**config.mk**
```make
export PLATFORM = sky130hd
export DESIGN_NAME = bgp_port
export DESIGN_NICKNAME = d
export VERILOG_FILES = /design/src/logic/bgp_pkg.sv /design/src/logic/bgp_sync.sv /design/src/logic/bgp_port.sv
export SDC_FILE = /design/constraint.sdc
export NUM_CORES = 1
export LEC_CHECK = 0
export BUFFER_PORTS_ARGS = -buffer_cell sky130_fd_sc_hd__buf_4
export CAP_MARGIN = 5
export CORE_AREA = 4 4 68 101
export DETAILED_ROUTE_END_ITERATION = 12
export DIE_AREA = 0 0 72 105
export PLACE_DENSITY = 0.92
export SYNTH_ARGS = -nofsm -noshare
export SYNTH_HDL_FRONTEND = slang
export SYNTH_HIERARCHICAL = 1
export SYNTH_SLANG_ARGS = --single-unit
```
**constraint.sdc**
```tcl
create_clock -name ref_clk -period 2.44 [get_ports ref_clk]
set_input_delay 0.244 -clock ref_clk [delete_from_list [all_inputs] [get_ports ref_clk]]
set_output_delay 0.244 -clock ref_clk [all_outputs]
set_load 0.05 [all_outputs]
```
**src/logic/bgp_pkg.sv**
```systemverilog
// Register map, reset values, bus carriers and states of the GPIO port.
package bgp_pkg;

  ////////////////////////////////////////////////////////////////////////////
  // Bus geometry.
  localparam int unsigned BGP_ADDR_W = 12;
  localparam int unsigned BGP_DATA_W = 32;
  localparam int unsigned BGP_STRB_W = 4;
  localparam int unsigned BGP_LANE_W = 8;
  localparam int unsigned BGP_PORT_W_DEF = 8;

  ////////////////////////////////////////////////////////////////////////////
  // Byte offsets of the registers, one aligned word each.
  localparam logic [11:0] BGP_OFS_DATA = 12'h000;
  localparam logic [11:0] BGP_OFS_DIR = 12'h004;
  localparam logic [11:0] BGP_OFS_ANALOG = 12'h008;
  localparam logic [11:0] BGP_OFS_SENSE = 12'h00C;
  localparam logic [11:0] BGP_OFS_SET = 12'h010;
  localparam logic [11:0] BGP_OFS_CLR = 12'h014;
  localparam logic [11:0] BGP_WORD_MASK = 12'hFFC;

  ////////////////////////////////////////////////////////////////////////////
  // Reset values, cut to the port width where they are used.
  localparam logic [31:0] BGP_DIR_RST = 32'hFFFFFFFF;
  localparam logic [31:0] BGP_ANALOG_RST = 32'hFFFFFFFF;
  localparam logic [31:0] BGP_LATCH_RST = 32'h00000000;
  localparam logic [1:0] BGP_SENSE_RST = 2'h0;
  localparam logic [31:0] BGP_RDATA_ZERO = 32'h00000000;

  ////////////////////////////////////////////////////////////////////////////
  // Capacitive sensing: pin positions and their bits in the sense register.
  localparam int unsigned BGP_SENSE_W = 2;
  localparam int unsigned BGP_SENSE_PIN_12 = 4;
  localparam int unsigned BGP_SENSE_PIN_13 = 5;
  localparam int unsigned BGP_SENSE_BIT_12 = 0;
  localparam int unsigned BGP_SENSE_BIT_13 = 1;

  ////////////////////////////////////////////////////////////////////////////
  // Bus slave states and register selection.
  typedef enum logic [0:0] {
    BGP_ST_IDLE = 1'b0,
    BGP_ST_ACCESS = 1'b1
  } bgp_apb_st_t;

  typedef enum logic [2:0] {
    BGP_SEL_DATA = 3'h0,
    BGP_SEL_DIR = 3'h1,
    BGP_SEL_ANALOG = 3'h2,
    BGP_SEL_SENSE = 3'h3,
    BGP_SEL_SET = 3'h4,
    BGP_SEL_CLR = 3'h5,
    BGP_SEL_NONE = 3'h7
  } bgp_sel_t;

  ////////////////////////////////////////////////////////////////////////////
  // APB request and answer carriers.
  typedef struct packed {
    logic psel;
    logic penable;
    logic pwrite;
    logic [11:0] paddr;
    logic [31:0] pwdata;
    logic [3:0] pstrb;
  } bgp_apb_req_t;

  typedef struct packed {
    logic [31:0] prdata;
    logic pready;
    logic pslverr;
  } bgp_apb_rsp_t;

endpackage : bgp_pkg

```
**src/logic/bgp_sync.sv**
```systemverilog
// Two-stage synchroniser for the asynchronous pin levels.
`timescale 1ns/10ps

module bgp_sync #(
  parameter int unsigned WIDTH = 8
) (
  // Clock and reset.
  input wire logic ref_clk,
  input wire logic nrst,
  // Asynchronous levels in, synchronised levels out.
  input wire logic [WIDTH-1:0] async_i,
  output logic [WIDTH-1:0] sync_o
);

  // Both stages live in one state word; only stage two is read outside.
  typedef struct packed {
    logic [WIDTH-1:0] meta;
    logic [WIDTH-1:0] held;
  } bgp_sync_st_t;

  bgp_sync_st_t s_r;
  bgp_sync_st_t s_nxt;

  // The first stage feeds the second stage and nothing else.
  always_comb begin
    s_nxt.meta = async_i;
    s_nxt.held = s_r.meta;
  end

  // Registers both stages; reset clears them to a constant.
  always_ff @(posedge ref_clk) begin
    if (!nrst) begin
      s_r <= '0;
    end else begin
      s_r <= s_nxt;
    end
  end

  assign sync_o = s_r.held;

endmodule : bgp_sync

```
**src/logic/bgp_port.sv**
```systemverilog
// Bidirectional general-purpose port with an APB register slave.
//
// Behaviour
// - Port of pins, each usable as input or output, one bit per pin.
// - Direction bit one makes the pin an input with its driver off.
// - Direction bit zero enables the driver of a pin not handed to sensing; it drives the latch bit.
// - Data reads return sampled pin levels; data writes update the latch.
// - Every data, set or clear write samples pins, changes target bits, stores the whole byte.
// - Direction bits keep control of drivers even on analog pins.
// - Analog-select one makes digital reads of that pin return zero.
// - Analog select never changes pin drive enables, but latch writes store zero into analog pins' latch bits they do not set.
// - Data bit reads one for a high pin, zero for a low pin.
// - Data bits map one-to-one onto port pins, each readable and writable.
// - On variants without the port, data reads return zero.
// - Pins four and five work as digital I/O or capacitive sense inputs.
`timescale 1ns/10ps

module bgp_port #(
  parameter int unsigned PORT_WIDTH = 8,
  parameter bit PORT_PRESENT = 1'b1
) (
  // Clock and reset.
  input wire logic ref_clk,
  input wire logic nrst,
  // APB slave.
  input wire bgp_pkg::bgp_apb_req_t apb_req,
  output bgp_pkg::bgp_apb_rsp_t apb_rsp,
  // Port pins, split into level in, level out and output enable.
  input wire logic [PORT_WIDTH-1:0] pin_i,
  output logic [PORT_WIDTH-1:0] pin_o,
  output logic [PORT_WIDTH-1:0] pin_oe,
  // Analog path enables towards the analog input multiplexer.
  output logic [PORT_WIDTH-1:0] analog_path_en,
  // Capacitive sensing channels on pins four and five.
  output logic sense_ch12_en,
  output logic sense_ch13_en,
  output logic cap_sense_channel_12,
  output logic cap_sense_channel_13
);

  import bgp_pkg::*;

  ////////////////////////////////////////////////////////////////////////////
  // Parameter checks.

  // The sense pins must exist and the port must fit one bus word.
  // Pins four and five carry the sense channels, so narrower ports fail.
  generate
    if (PORT_WIDTH < BGP_SENSE_PIN_13 + 1 || PORT_WIDTH > BGP_DATA_W) begin
      $error("bgp_port: PORT_WIDTH must lie between 6 and 32.");
    end
  endgenerate

  ////////////////////////////////////////////////////////////////////////////
  // State of the block.

  // One bit per pin; every per-pin register and mask uses this type.
  typedef logic [PORT_WIDTH-1:0] bgp_bits_t;

  // The whole state of the block: bus phase, the three pin registers, the sense
  // select, the drive enables, the captured read answer and error flag and the sampled sense levels.
  typedef struct packed {
    bgp_apb_st_t st;
    bgp_bits_t latch;
    bgp_bits_t fourth_port_direction;
    bgp_bits_t fourth_port_analog_select;
    logic [BGP_SENSE_W-1:0] sense_sel;
    bgp_bits_t drive_en;
    logic [BGP_DATA_W-1:0] rdata;
    logic err;
    logic [BGP_SENSE_W-1:0] sense_lvl;
  } bgp_state_t;

  // Reset leaves every pin an analog input with its driver off, so nothing
  // is driven onto the board until software has set the port up.
  localparam bgp_state_t BGP_STATE_RST = '{
    st: BGP_ST_IDLE,
    latch: BGP_LATCH_RST[PORT_WIDTH-1:0],
    fourth_port_direction: BGP_DIR_RST[PORT_WIDTH-1:0],
    fourth_port_analog_select: BGP_ANALOG_RST[PORT_WIDTH-1:0],
    sense_sel: BGP_SENSE_RST,
    drive_en: '0,
    rdata: BGP_RDATA_ZERO,
    err: 1'b0,
    sense_lvl: '0
  };

  bgp_state_t s_r;
  bgp_state_t s_nxt;

  ////////////////////////////////////////////////////////////////////////////
  // Helper functions.

  // Maps a word address onto the register it selects.
  // The two low address bits are ignored; unmapped words give no register.
  function automatic bgp_sel_t bgp_decode(input logic [11:0] addr);
    logic [11:0] word;
    word = addr & BGP_WORD_MASK;
    case (word)
      BGP_OFS_DATA: bgp_decode = BGP_SEL_DATA;
      BGP_OFS_DIR: bgp_decode = BGP_SEL_DIR;
      BGP_OFS_ANALOG: bgp_decode = BGP_SEL_ANALOG;
      BGP_OFS_SENSE: bgp_decode = BGP_SEL_SENSE;
      BGP_OFS_SET: bgp_decode = BGP_SEL_SET;
      BGP_OFS_CLR: bgp_decode = BGP_SEL_CLR;
      default: bgp_decode = BGP_SEL_NONE;
    endcase
  endfunction : bgp_decode

  // Widens a port-wide value to a bus word with zeros above.
  // Read data above the port width is therefore always zero.
  function automatic logic [31:0] bgp_zext(input bgp_bits_t v);
    logic [31:0] w;
    w = BGP_RDATA_ZERO;
    w[PORT_WIDTH-1:0] = v;
    return w;
  endfunction : bgp_zext

  // Expands the byte strobes into one enable per port bit.
  // Each strobe covers one byte lane of the port, lowest lane first.
  function automatic bgp_bits_t bgp_lane_mask(input logic [3:0] strb);
    bgp_bits_t m;
    m = '0;
    for (int i = 0; i < PORT_WIDTH; i++) begin
      m[i] = strb[i / BGP_LANE_W];
    end
    return m;
  endfunction : bgp_lane_mask

  // Takes new bits where the mask is set and keeps the base elsewhere.
  // Used for the data, direction and analog-select writes.
  function automatic bgp_bits_t bgp_merge(input bgp_bits_t base,
                                          input bgp_bits_t nv,
                                          input bgp_bits_t mask);
    return (base & ~mask) | (nv & mask);
  endfunction : bgp_merge

  // Places the two sense select bits on their pin positions.
  // The result masks the drivers of the pins handed to sensing.
  function automatic bgp_bits_t bgp_sense_pins(
      input logic [BGP_SENSE_W-1:0] sel);
    bgp_bits_t p;
    p = '0;
    p[BGP_SENSE_PIN_12] = sel[BGP_SENSE_BIT_12];
    p[BGP_SENSE_PIN_13] = sel[BGP_SENSE_BIT_13];
    return p;
  endfunction : bgp_sense_pins

  ////////////////////////////////////////////////////////////////////////////
  // Pin input synchronisation.

  bgp_bits_t pin_sync;

  // The pins come from the board, so they pass two flip-flops first.
  // Reads and read-modify-write merges therefore see a level that is two
  // clock edges old; a pin that moves just before a write is not seen.
  bgp_sync #(
    .WIDTH(PORT_WIDTH)
  ) u_pin_sync (
    .ref_clk(ref_clk),
    .nrst(nrst),
    .async_i(pin_i),
    .sync_o(pin_sync)
  );

  ////////////////////////////////////////////////////////////////////////////
  // Digital read path and bus qualifiers.

  bgp_bits_t dig_read;
  bgp_bits_t wr_mask;
  bgp_sel_t sel;
  logic setup_phase;
  logic access_done;

  // Analog pins read as zero; the rest show the sampled pin level.
  // Writes merge into this same value, so an analog pin that also drives
  // as an output stores zero into its latch bit on a later latch write unless that write sets the bit.
  assign dig_read = pin_sync & ~s_r.fourth_port_analog_select;

  // Only the byte lanes that the master strobes are targeted.
  // Unstrobed data lanes still take the pin level, as the port always
  // rewrites the whole latch.
  assign wr_mask = bgp_lane_mask(apb_req.pstrb);

  // Register selected by the address on the bus.
  // The address is held through the access phase, so it is decoded live.
  assign sel = bgp_decode(apb_req.paddr);

  // A setup cycle opens a transfer; the access ends in one cycle.
  // The slave never stretches an access, so pready is the access itself.
  assign setup_phase = apb_req.psel && !apb_req.penable;
  assign access_done = (s_r.st == BGP_ST_ACCESS) && apb_req.psel &&
                       apb_req.penable;

  ////////////////////////////////////////////////////////////////////////////
  // Next state.

  // Runs the bus slave, the register writes and the pin drive enables.
  // Read data is captured in the setup cycle and writes commit at the
  // edge that ends the access, when the master sees pready high.
  always_comb begin
    s_nxt = s_r;
    case (s_r.st)
      BGP_ST_IDLE: begin
        if (setup_phase) begin
          s_nxt.st = BGP_ST_ACCESS;
          s_nxt.err = (sel == BGP_SEL_NONE);
          s_nxt.rdata = BGP_RDATA_ZERO;
          if (PORT_PRESENT) begin
            case (sel)
              BGP_SEL_DATA: begin
                s_nxt.rdata = bgp_zext(dig_read);
              end
              BGP_SEL_DIR: begin
                s_nxt.rdata = bgp_zext(s_r.fourth_port_direction);
              end
              BGP_SEL_ANALOG: begin
                s_nxt.rdata = bgp_zext(s_r.fourth_port_analog_select);
              end
              BGP_SEL_SENSE: begin
                s_nxt.rdata[BGP_SENSE_W-1:0] = s_r.sense_sel;
              end
              BGP_SEL_SET, BGP_SEL_CLR: begin
                s_nxt.rdata = bgp_zext(s_r.latch);
              end
              default: begin
                s_nxt.rdata = BGP_RDATA_ZERO;
              end
            endcase
          end
        end
      end
      BGP_ST_ACCESS: begin
        if (access_done) begin
          s_nxt.st = BGP_ST_IDLE;
          if (apb_req.pwrite && !s_r.err && PORT_PRESENT) begin
            // Data, set and clear writes sample the pins and store the whole merged word.
            // Set and clear are the same merge with an or or an and-not.
            case (sel)
              BGP_SEL_DATA: begin
                s_nxt.latch = bgp_merge(dig_read,
                                        apb_req.pwdata[PORT_WIDTH-1:0],
                                        wr_mask);
              end
              BGP_SEL_SET: begin
                s_nxt.latch = dig_read |
                              (apb_req.pwdata[PORT_WIDTH-1:0] &
                               wr_mask);
              end
              BGP_SEL_CLR: begin
                s_nxt.latch = dig_read &
                              ~(apb_req.pwdata[PORT_WIDTH-1:0] &
                                wr_mask);
              end
              BGP_SEL_DIR: begin
                s_nxt.fourth_port_direction = bgp_merge(
                    s_r.fourth_port_direction,
                    apb_req.pwdata[PORT_WIDTH-1:0], wr_mask);
              end
              BGP_SEL_ANALOG: begin
                s_nxt.fourth_port_analog_select = bgp_merge(
                    s_r.fourth_port_analog_select,
                    apb_req.pwdata[PORT_WIDTH-1:0], wr_mask);
              end
              BGP_SEL_SENSE: begin
                if (apb_req.pstrb[0]) begin
                  s_nxt.sense_sel = apb_req.pwdata[BGP_SENSE_W-1:0];
                end
              end
              default: begin
                s_nxt.sense_sel = s_r.sense_sel;
              end
            endcase
          end
        end else if (!apb_req.psel) begin
          // A master that drops select mid-transfer must not wedge the slave.
          s_nxt.st = BGP_ST_IDLE;
        end
      end
      default: begin
        // An illegal state code falls back to idle on the next edge.
        s_nxt.st = BGP_ST_IDLE;
      end
    endcase

    // Drivers follow direction and sense select; analog select plays no part here.
    // Pins handed to sensing are released whatever their direction bit.
    s_nxt.drive_en = ~s_nxt.fourth_port_direction &
                     ~bgp_sense_pins(s_nxt.sense_sel);
    if (!PORT_PRESENT) begin
      s_nxt.drive_en = '0;
    end

    // Sense channels pass the pin level only while selected.
    // They are registered so the sensing unit sees a clean level.
    s_nxt.sense_lvl[BGP_SENSE_BIT_12] = s_r.sense_sel[BGP_SENSE_BIT_12] &&
                                        pin_sync[BGP_SENSE_PIN_12];
    s_nxt.sense_lvl[BGP_SENSE_BIT_13] = s_r.sense_sel[BGP_SENSE_BIT_13] &&
                                        pin_sync[BGP_SENSE_PIN_13];
  end

  ////////////////////////////////////////////////////////////////////////////
  // State register.

  // Registers the whole state word; reset loads the constant reset word.
  // The reset is synchronous, like every other register of the block.
  always_ff @(posedge ref_clk) begin
    if (!nrst) begin
      s_r <= BGP_STATE_RST;
    end else begin
      s_r <= s_nxt;
    end
  end

  ////////////////////////////////////////////////////////////////////////////
  // Bus answer.

  // The slave answers in the first access cycle with no wait states.
  // Read data comes from a register, so it stands for the whole access.
  assign apb_rsp.pready = access_done;
  assign apb_rsp.prdata = s_r.rdata;
  assign apb_rsp.pslverr = access_done && s_r.err;

  ////////////////////////////////////////////////////////////////////////////
  // Pin side.

  // Every pin bit drives from its own latch bit whenever enabled.
  // The latch keeps its value while the driver is off only until a latch write
  // stores the sampled pin level there; a later change of direction drives that.
  assign pin_o = PORT_PRESENT ? s_r.latch : '0;
  assign pin_oe = s_r.drive_en;

  // Analog path opens for every pin with analog select set, on variants with the port; without it, it stays shut.
  // Direction is not consulted: an analog pin may still be driven.
  assign analog_path_en = PORT_PRESENT ? s_r.fourth_port_analog_select :
                                         '0;

  // Sense enables and sampled sense levels for the sensing unit.
  assign sense_ch12_en = s_r.sense_sel[BGP_SENSE_BIT_12];
  assign sense_ch13_en = s_r.sense_sel[BGP_SENSE_BIT_13];
  assign cap_sense_channel_12 = s_r.sense_lvl[BGP_SENSE_BIT_12];
  assign cap_sense_channel_13 = s_r.sense_lvl[BGP_SENSE_BIT_13];

endmodule : bgp_port

```
== Word level (Yosys, flattened, before mapping) ==
Cells that the tools add are included.

* Input port bits: 61
* Logic and storage cells: 70
* Output and inout bits: 62
* Register bits: 86

* Equality and inequality tests: 11
* Bitwise logic cells: 17
* Multiplexer cells: 15
* Reductions and logical operators: 16

{| class="wikitable"
|+ Operators with widths
! kind !! count
|-
| $and A8 B8 Y8 || 7
|-
| $mux W18 || 3
|-
| $not A8 Y8 || 4
|-
| $or A8 B8 Y8 || 4
|-
| $pmux W6 S4 || 1
|-
| $pmux W8 S3 || 1
|-
| $eq A10 B2 Y1 const B || 2
|-
| $eq A10 B3 Y1 const B || 2
|-
| $pmux W3 S6 || 1
|-
| $mux W8 || 2
|-
| $logic_not A12 Y1 || 1
|-
| $eq A10 B1 Y1 const B || 1
|-
| $pmux W2 S5 || 1
|-
| $eq A3 B3 Y1 const B || 3
|-
| $not A6 Y8 || 1
|-
| $reduce_and A4 Y1 || 2
|-
| $logic_and A1 B1 Y1 || 7
|-
| $eq A3 B2 Y1 const B || 2
|-
| $mux W2 || 2
|-
| $eq A3 B1 Y1 const B || 1
|-
| $logic_not A3 Y1 || 1
|-
| $mux W1 || 3
|-
| $reduce_bool A3 Y1 || 1
|-
| $logic_not A1 Y1 || 2
|-
| other kinds (4) || 4
|}

== Longest topological paths before layout ==
* Word-level depth: 9
* Mapped depth: 7
* Mapped depth without buffers: 6

== Cells and area by module ==
The synthesis kept the hierarchy.

{| class="wikitable"
|+ Modules (own cells, without submodules)
! module !! area each (um2) !! instances !! sequential area each (um2) !! cells each
|-
| bgp_port || 2582.5 || 1 || 920.9 || 300
|-
| bgp_sync || 446.7 || 1 || 320.3 || 33
|}

== Worst setup path after synthesis ==
No wires, ideal clock.

* Path kind: input port to flip-flop
* Start point: in apb_req[45] (netlist name)
* End point: reg (tool-made name)
* Stages: 5
* Setup slack: 717 ps
* Required time: 2311 ps
* Path buffers: 0
* Data arrival time: 1594 ps
* Library setup time: 129 ps
* Cells stage by stage: nor4_4 -> nand2_4 -> nor4_4 -> mux2i_1 -> nand2_1

{| class="wikitable"
|+ RTL lines
! what !! RTL line !! RTL
|-
| start, declared || bgp_port.sv:26 || <nowiki>input wire bgp_pkg::bgp_apb_req_t apb_req,</nowiki>
|}

== Final worst setup path ==
* Start point: reg s_r[69] (netlist name)
* End point: reg s_r (netlist bit pin_oe[7])

* Longest elaborated chain between the ends: 6

{| class="wikitable"
|+ Ends and longest elaborated chain
! what !! RTL line !! RTL
|-
| start, declared || bgp_port.sv:88 || <nowiki>bgp_state_t s_r;</nowiki>
|-
| start signal, assigned || bgp_port.sv:311 || <nowiki>s_r <= s_nxt;</nowiki>
|-
| $logic_and A1 B1 Y1 (2 in a row) || bgp_port.sv:192 || <nowiki>assign access_done = (s_r.st == BGP_ST_ACCESS) && apb_req.psel &&</nowiki>
|-
| $mux W18 || bgp_port.sv:234 || <nowiki>if (access_done) begin</nowiki>
|-
| $mux W18 (*) || bgp_port.sv:203 || <nowiki>case (s_r.st)</nowiki>
|-
| $not A8 Y8 (*) || bgp_port.sv:288 || <nowiki>s_nxt.drive_en = ~s_nxt.fourth_port_direction &</nowiki>
|-
| $and A8 B8 Y8 (*) || bgp_port.sv:288 ||
|}

Mark *: on every way between the ends. The rest lies on a longest branch, timed or not.
A chain may end at the register's enable or synchronous reset.

==> reports/metrics.cfg <==
[synth]
syn_avg_cell_area_um2=9.10
syn_area_um2=3030
yosysWarnings=6
synthArstFlopShare=0
synthCells=333
synth_seq_cells=62
ys.flop_type=dfxtp_1
ys_types=42
synth_edf_count=0
seq_area_frac_synth=0.410

[drt]
first_pass_iters=5
wirelength_um=6740
ant_nets=0
num_vias=2378
wl_met2_um=3350
via_per_inst=5.30
route.detailed.drc=0
avgRoutedWirePerCell_um=15.0
highest_layer=met4
wl_met3_um=625
drt-initial-drc-count=213
met1_length_um=2430

[timing]
fin_tns_setup_ns=0
slew_violations=0
hold_violations=0
fmax_mhz=529
setup_violations=0
fin_crit_sh=0.775
clock_skew_ns=0.0154
final.min_clock_period_ns=1.89
rsz0062_at_grt=no

[placement]
portBuffers=69
dp_hpwl_um=5040
gp_congestion=0.881

[power_and_ir_drop]
powerDensity_nw_per_um2=623
p_switching_w=0.000550
p_seq_frac=0.476
combPwrFrac=0.105
peakVddDrop_mv=0.368
power_leakage_nw=1.47
p_int_w=0.00161
pwr-share-clk=0.419
power_w=0.00216
switching_share=0.254

[hold_path]
holdPathEnd=s_r[69]
worstHoldStart=apb_req[49]
holdPathStages=2
hold_path_class=in -> reg

[floorplanning]
rows=35
initial_core_util=0.501
placeableCoreArea_um2=6040
io_pins=123
die_width_um=72
die_area_um2=7560
dieHeight_um=105

[layout]
fin_util=0.575
drive_gt1_frac=0.299
final_nets=431
antennaDiodeCount=0
area_growth_pct=14.7
layout_commonest_cell=buf_4
final_cell_mix=buf_4 (74), dfxtp_1 (62), conb_1 (24), mux2i_1 (21), nand2_1 (20)

[cts]
clock_latency_ns=0.34
h-tree-depth=3
clk_pin_slew_ns=0.07
cts_tree=done
hold_buffers=0
post-cts-setup-buffers=0
numCtsBuffers=9
cts-resized-gates=0
clockBufferDepth=2
root_buffer=clkbuf_8
clkSinkCount=62

[critical_path]
cp.arrival_ns=2.18
path_max_fanout=5
crit_required_ns=2.72
rr_worst_depth=7
r2r_end=pin_oe[7]
reg2reg_from=s_r[69]
crit_type=reg -> reg
cp-end-kind=flip-flop
critPathLaunchType=flip-flop
regToRegSetupSlack_ns=0.55

[global_routing]
grt_overflow=0
first_global_vias=2300
grt_pass1_wl_um=10600
grt_use_total=0.182
antenna_found_initial=0
grt_start_max_net_pins=46

[status]
outcome=finished clean

[job]
maxCapViolCount=0

layout make-up:
type,count,area (um^2)
Clock buffer,12,155
Clock inverter,4,45.0
Fill cell,543,2570
Inverter,5,18.8
Multi-Input combinational cell,218,1370
Sequential cell,62,1240
Tap cell,74,92.6
Timing Repair Buffer,74,556
power by group through the flow:
stage	Sequential (W)	Combinational (W)	Clock, W
2_1_floorplan	0.00105	0.000189	0
3_3_place_gp	0.00105	0.000222	0
3_5_place_dp	0.00105	0.000225	0
4_1_cts	0.00103	0.000225	0.000927
5_1_grt	0.00103	0.000242	0.000967
6_report	0.00103	0.000227	0.000907
layer usage:
| metal | up-vias | global-route usage |
|---|---|---|
| met3 | 28 | 0.0616 |
| met2 | 123 | 0.303 |
| li1 | 1143 | - |
| met4 | 0 | 0.121 |
| met1 | 1084 | 0.190 |
| met5 | - | 0 |
critical path: stages, from the launching register on:
cell,delay [ns]
dfxtp_1,0.32
nand3_1,0.16
inv_1,0.17
nand3_1,0.14
nor3_4,0.40
buf_4,0.23
mux2i_1,0.25
and2_1,0.15
how the worst max path moves through the flow:
stage / startpoint / end / slack, ns / cells after the start
6_report: s_r[69] / pin_oe[7] / 0.55 / 7
5_1_grt: s_r[69] / pin_oe[7] / 0.43 / 7
4_1_cts: s_r[69] / pin_oe[7] / 0.57 / 7
3_5_place_dp: apb_req[45] / pin_oe[7] / 0.43 / 7
3_3_place_gp: apb_req[45] / pin_oe[7] / 0.47 / 7
2_1_floorplan: apb_req[45] / flip-flop / 0.72 / 5
cell families (layout without fill, tap and decap cells):
| logic type | count (synthesis) | in the layout | synth area share |
|---|---|---|---|
| buffers and inverters | 76 | 95 | 0.168 |
| multiplexers | 21 | 21 | 0.0694 |
| AO/OA/AOI/OAI | 57 | 57 | 0.116 |
| AND/OR/NAND/NOR | 116 | 116 | 0.235 |
| flip-flops | 62 | 62 | 0.410 |
| other | 1 | 24 | 0.00124 |
synth_stat cells, drive strengths merged (5+ instances only):
library cell,number,share of area
buf,60,0.15
nor2b,7,0.014
o21ai,19,0.031
dfxtp,62,0.41
nand2,21,0.028
a21oi,12,0.020
inv,5,0.0062
nand3b,6,0.015
mux2i,21,0.069
nand3,10,0.017
nor3b,7,0.017
nand2b,6,0.012
nor2,14,0.017
nor3,6,0.015
and2,26,0.059
a31oi,9,0.019
clkbuf,11,0.014
through the flow:
stage / instance area [um^2] / setup WS [ns] / hold slack (ns) / instances
floorplan: 3120 / 0.717 / 0.320 / 356
global placement: 3270 / 0.467 / 0.423 / 433
detailed placement: 3270 / 0.434 / 0.426 / 433
CTS: 3470 / 0.566 / 0.0519 / 449
global route: 3470 / 0.427 / 0.0567 / 449
finish: 3470 / 0.550 / 0.0661 / 449
(Power assumes the default switching activity.)
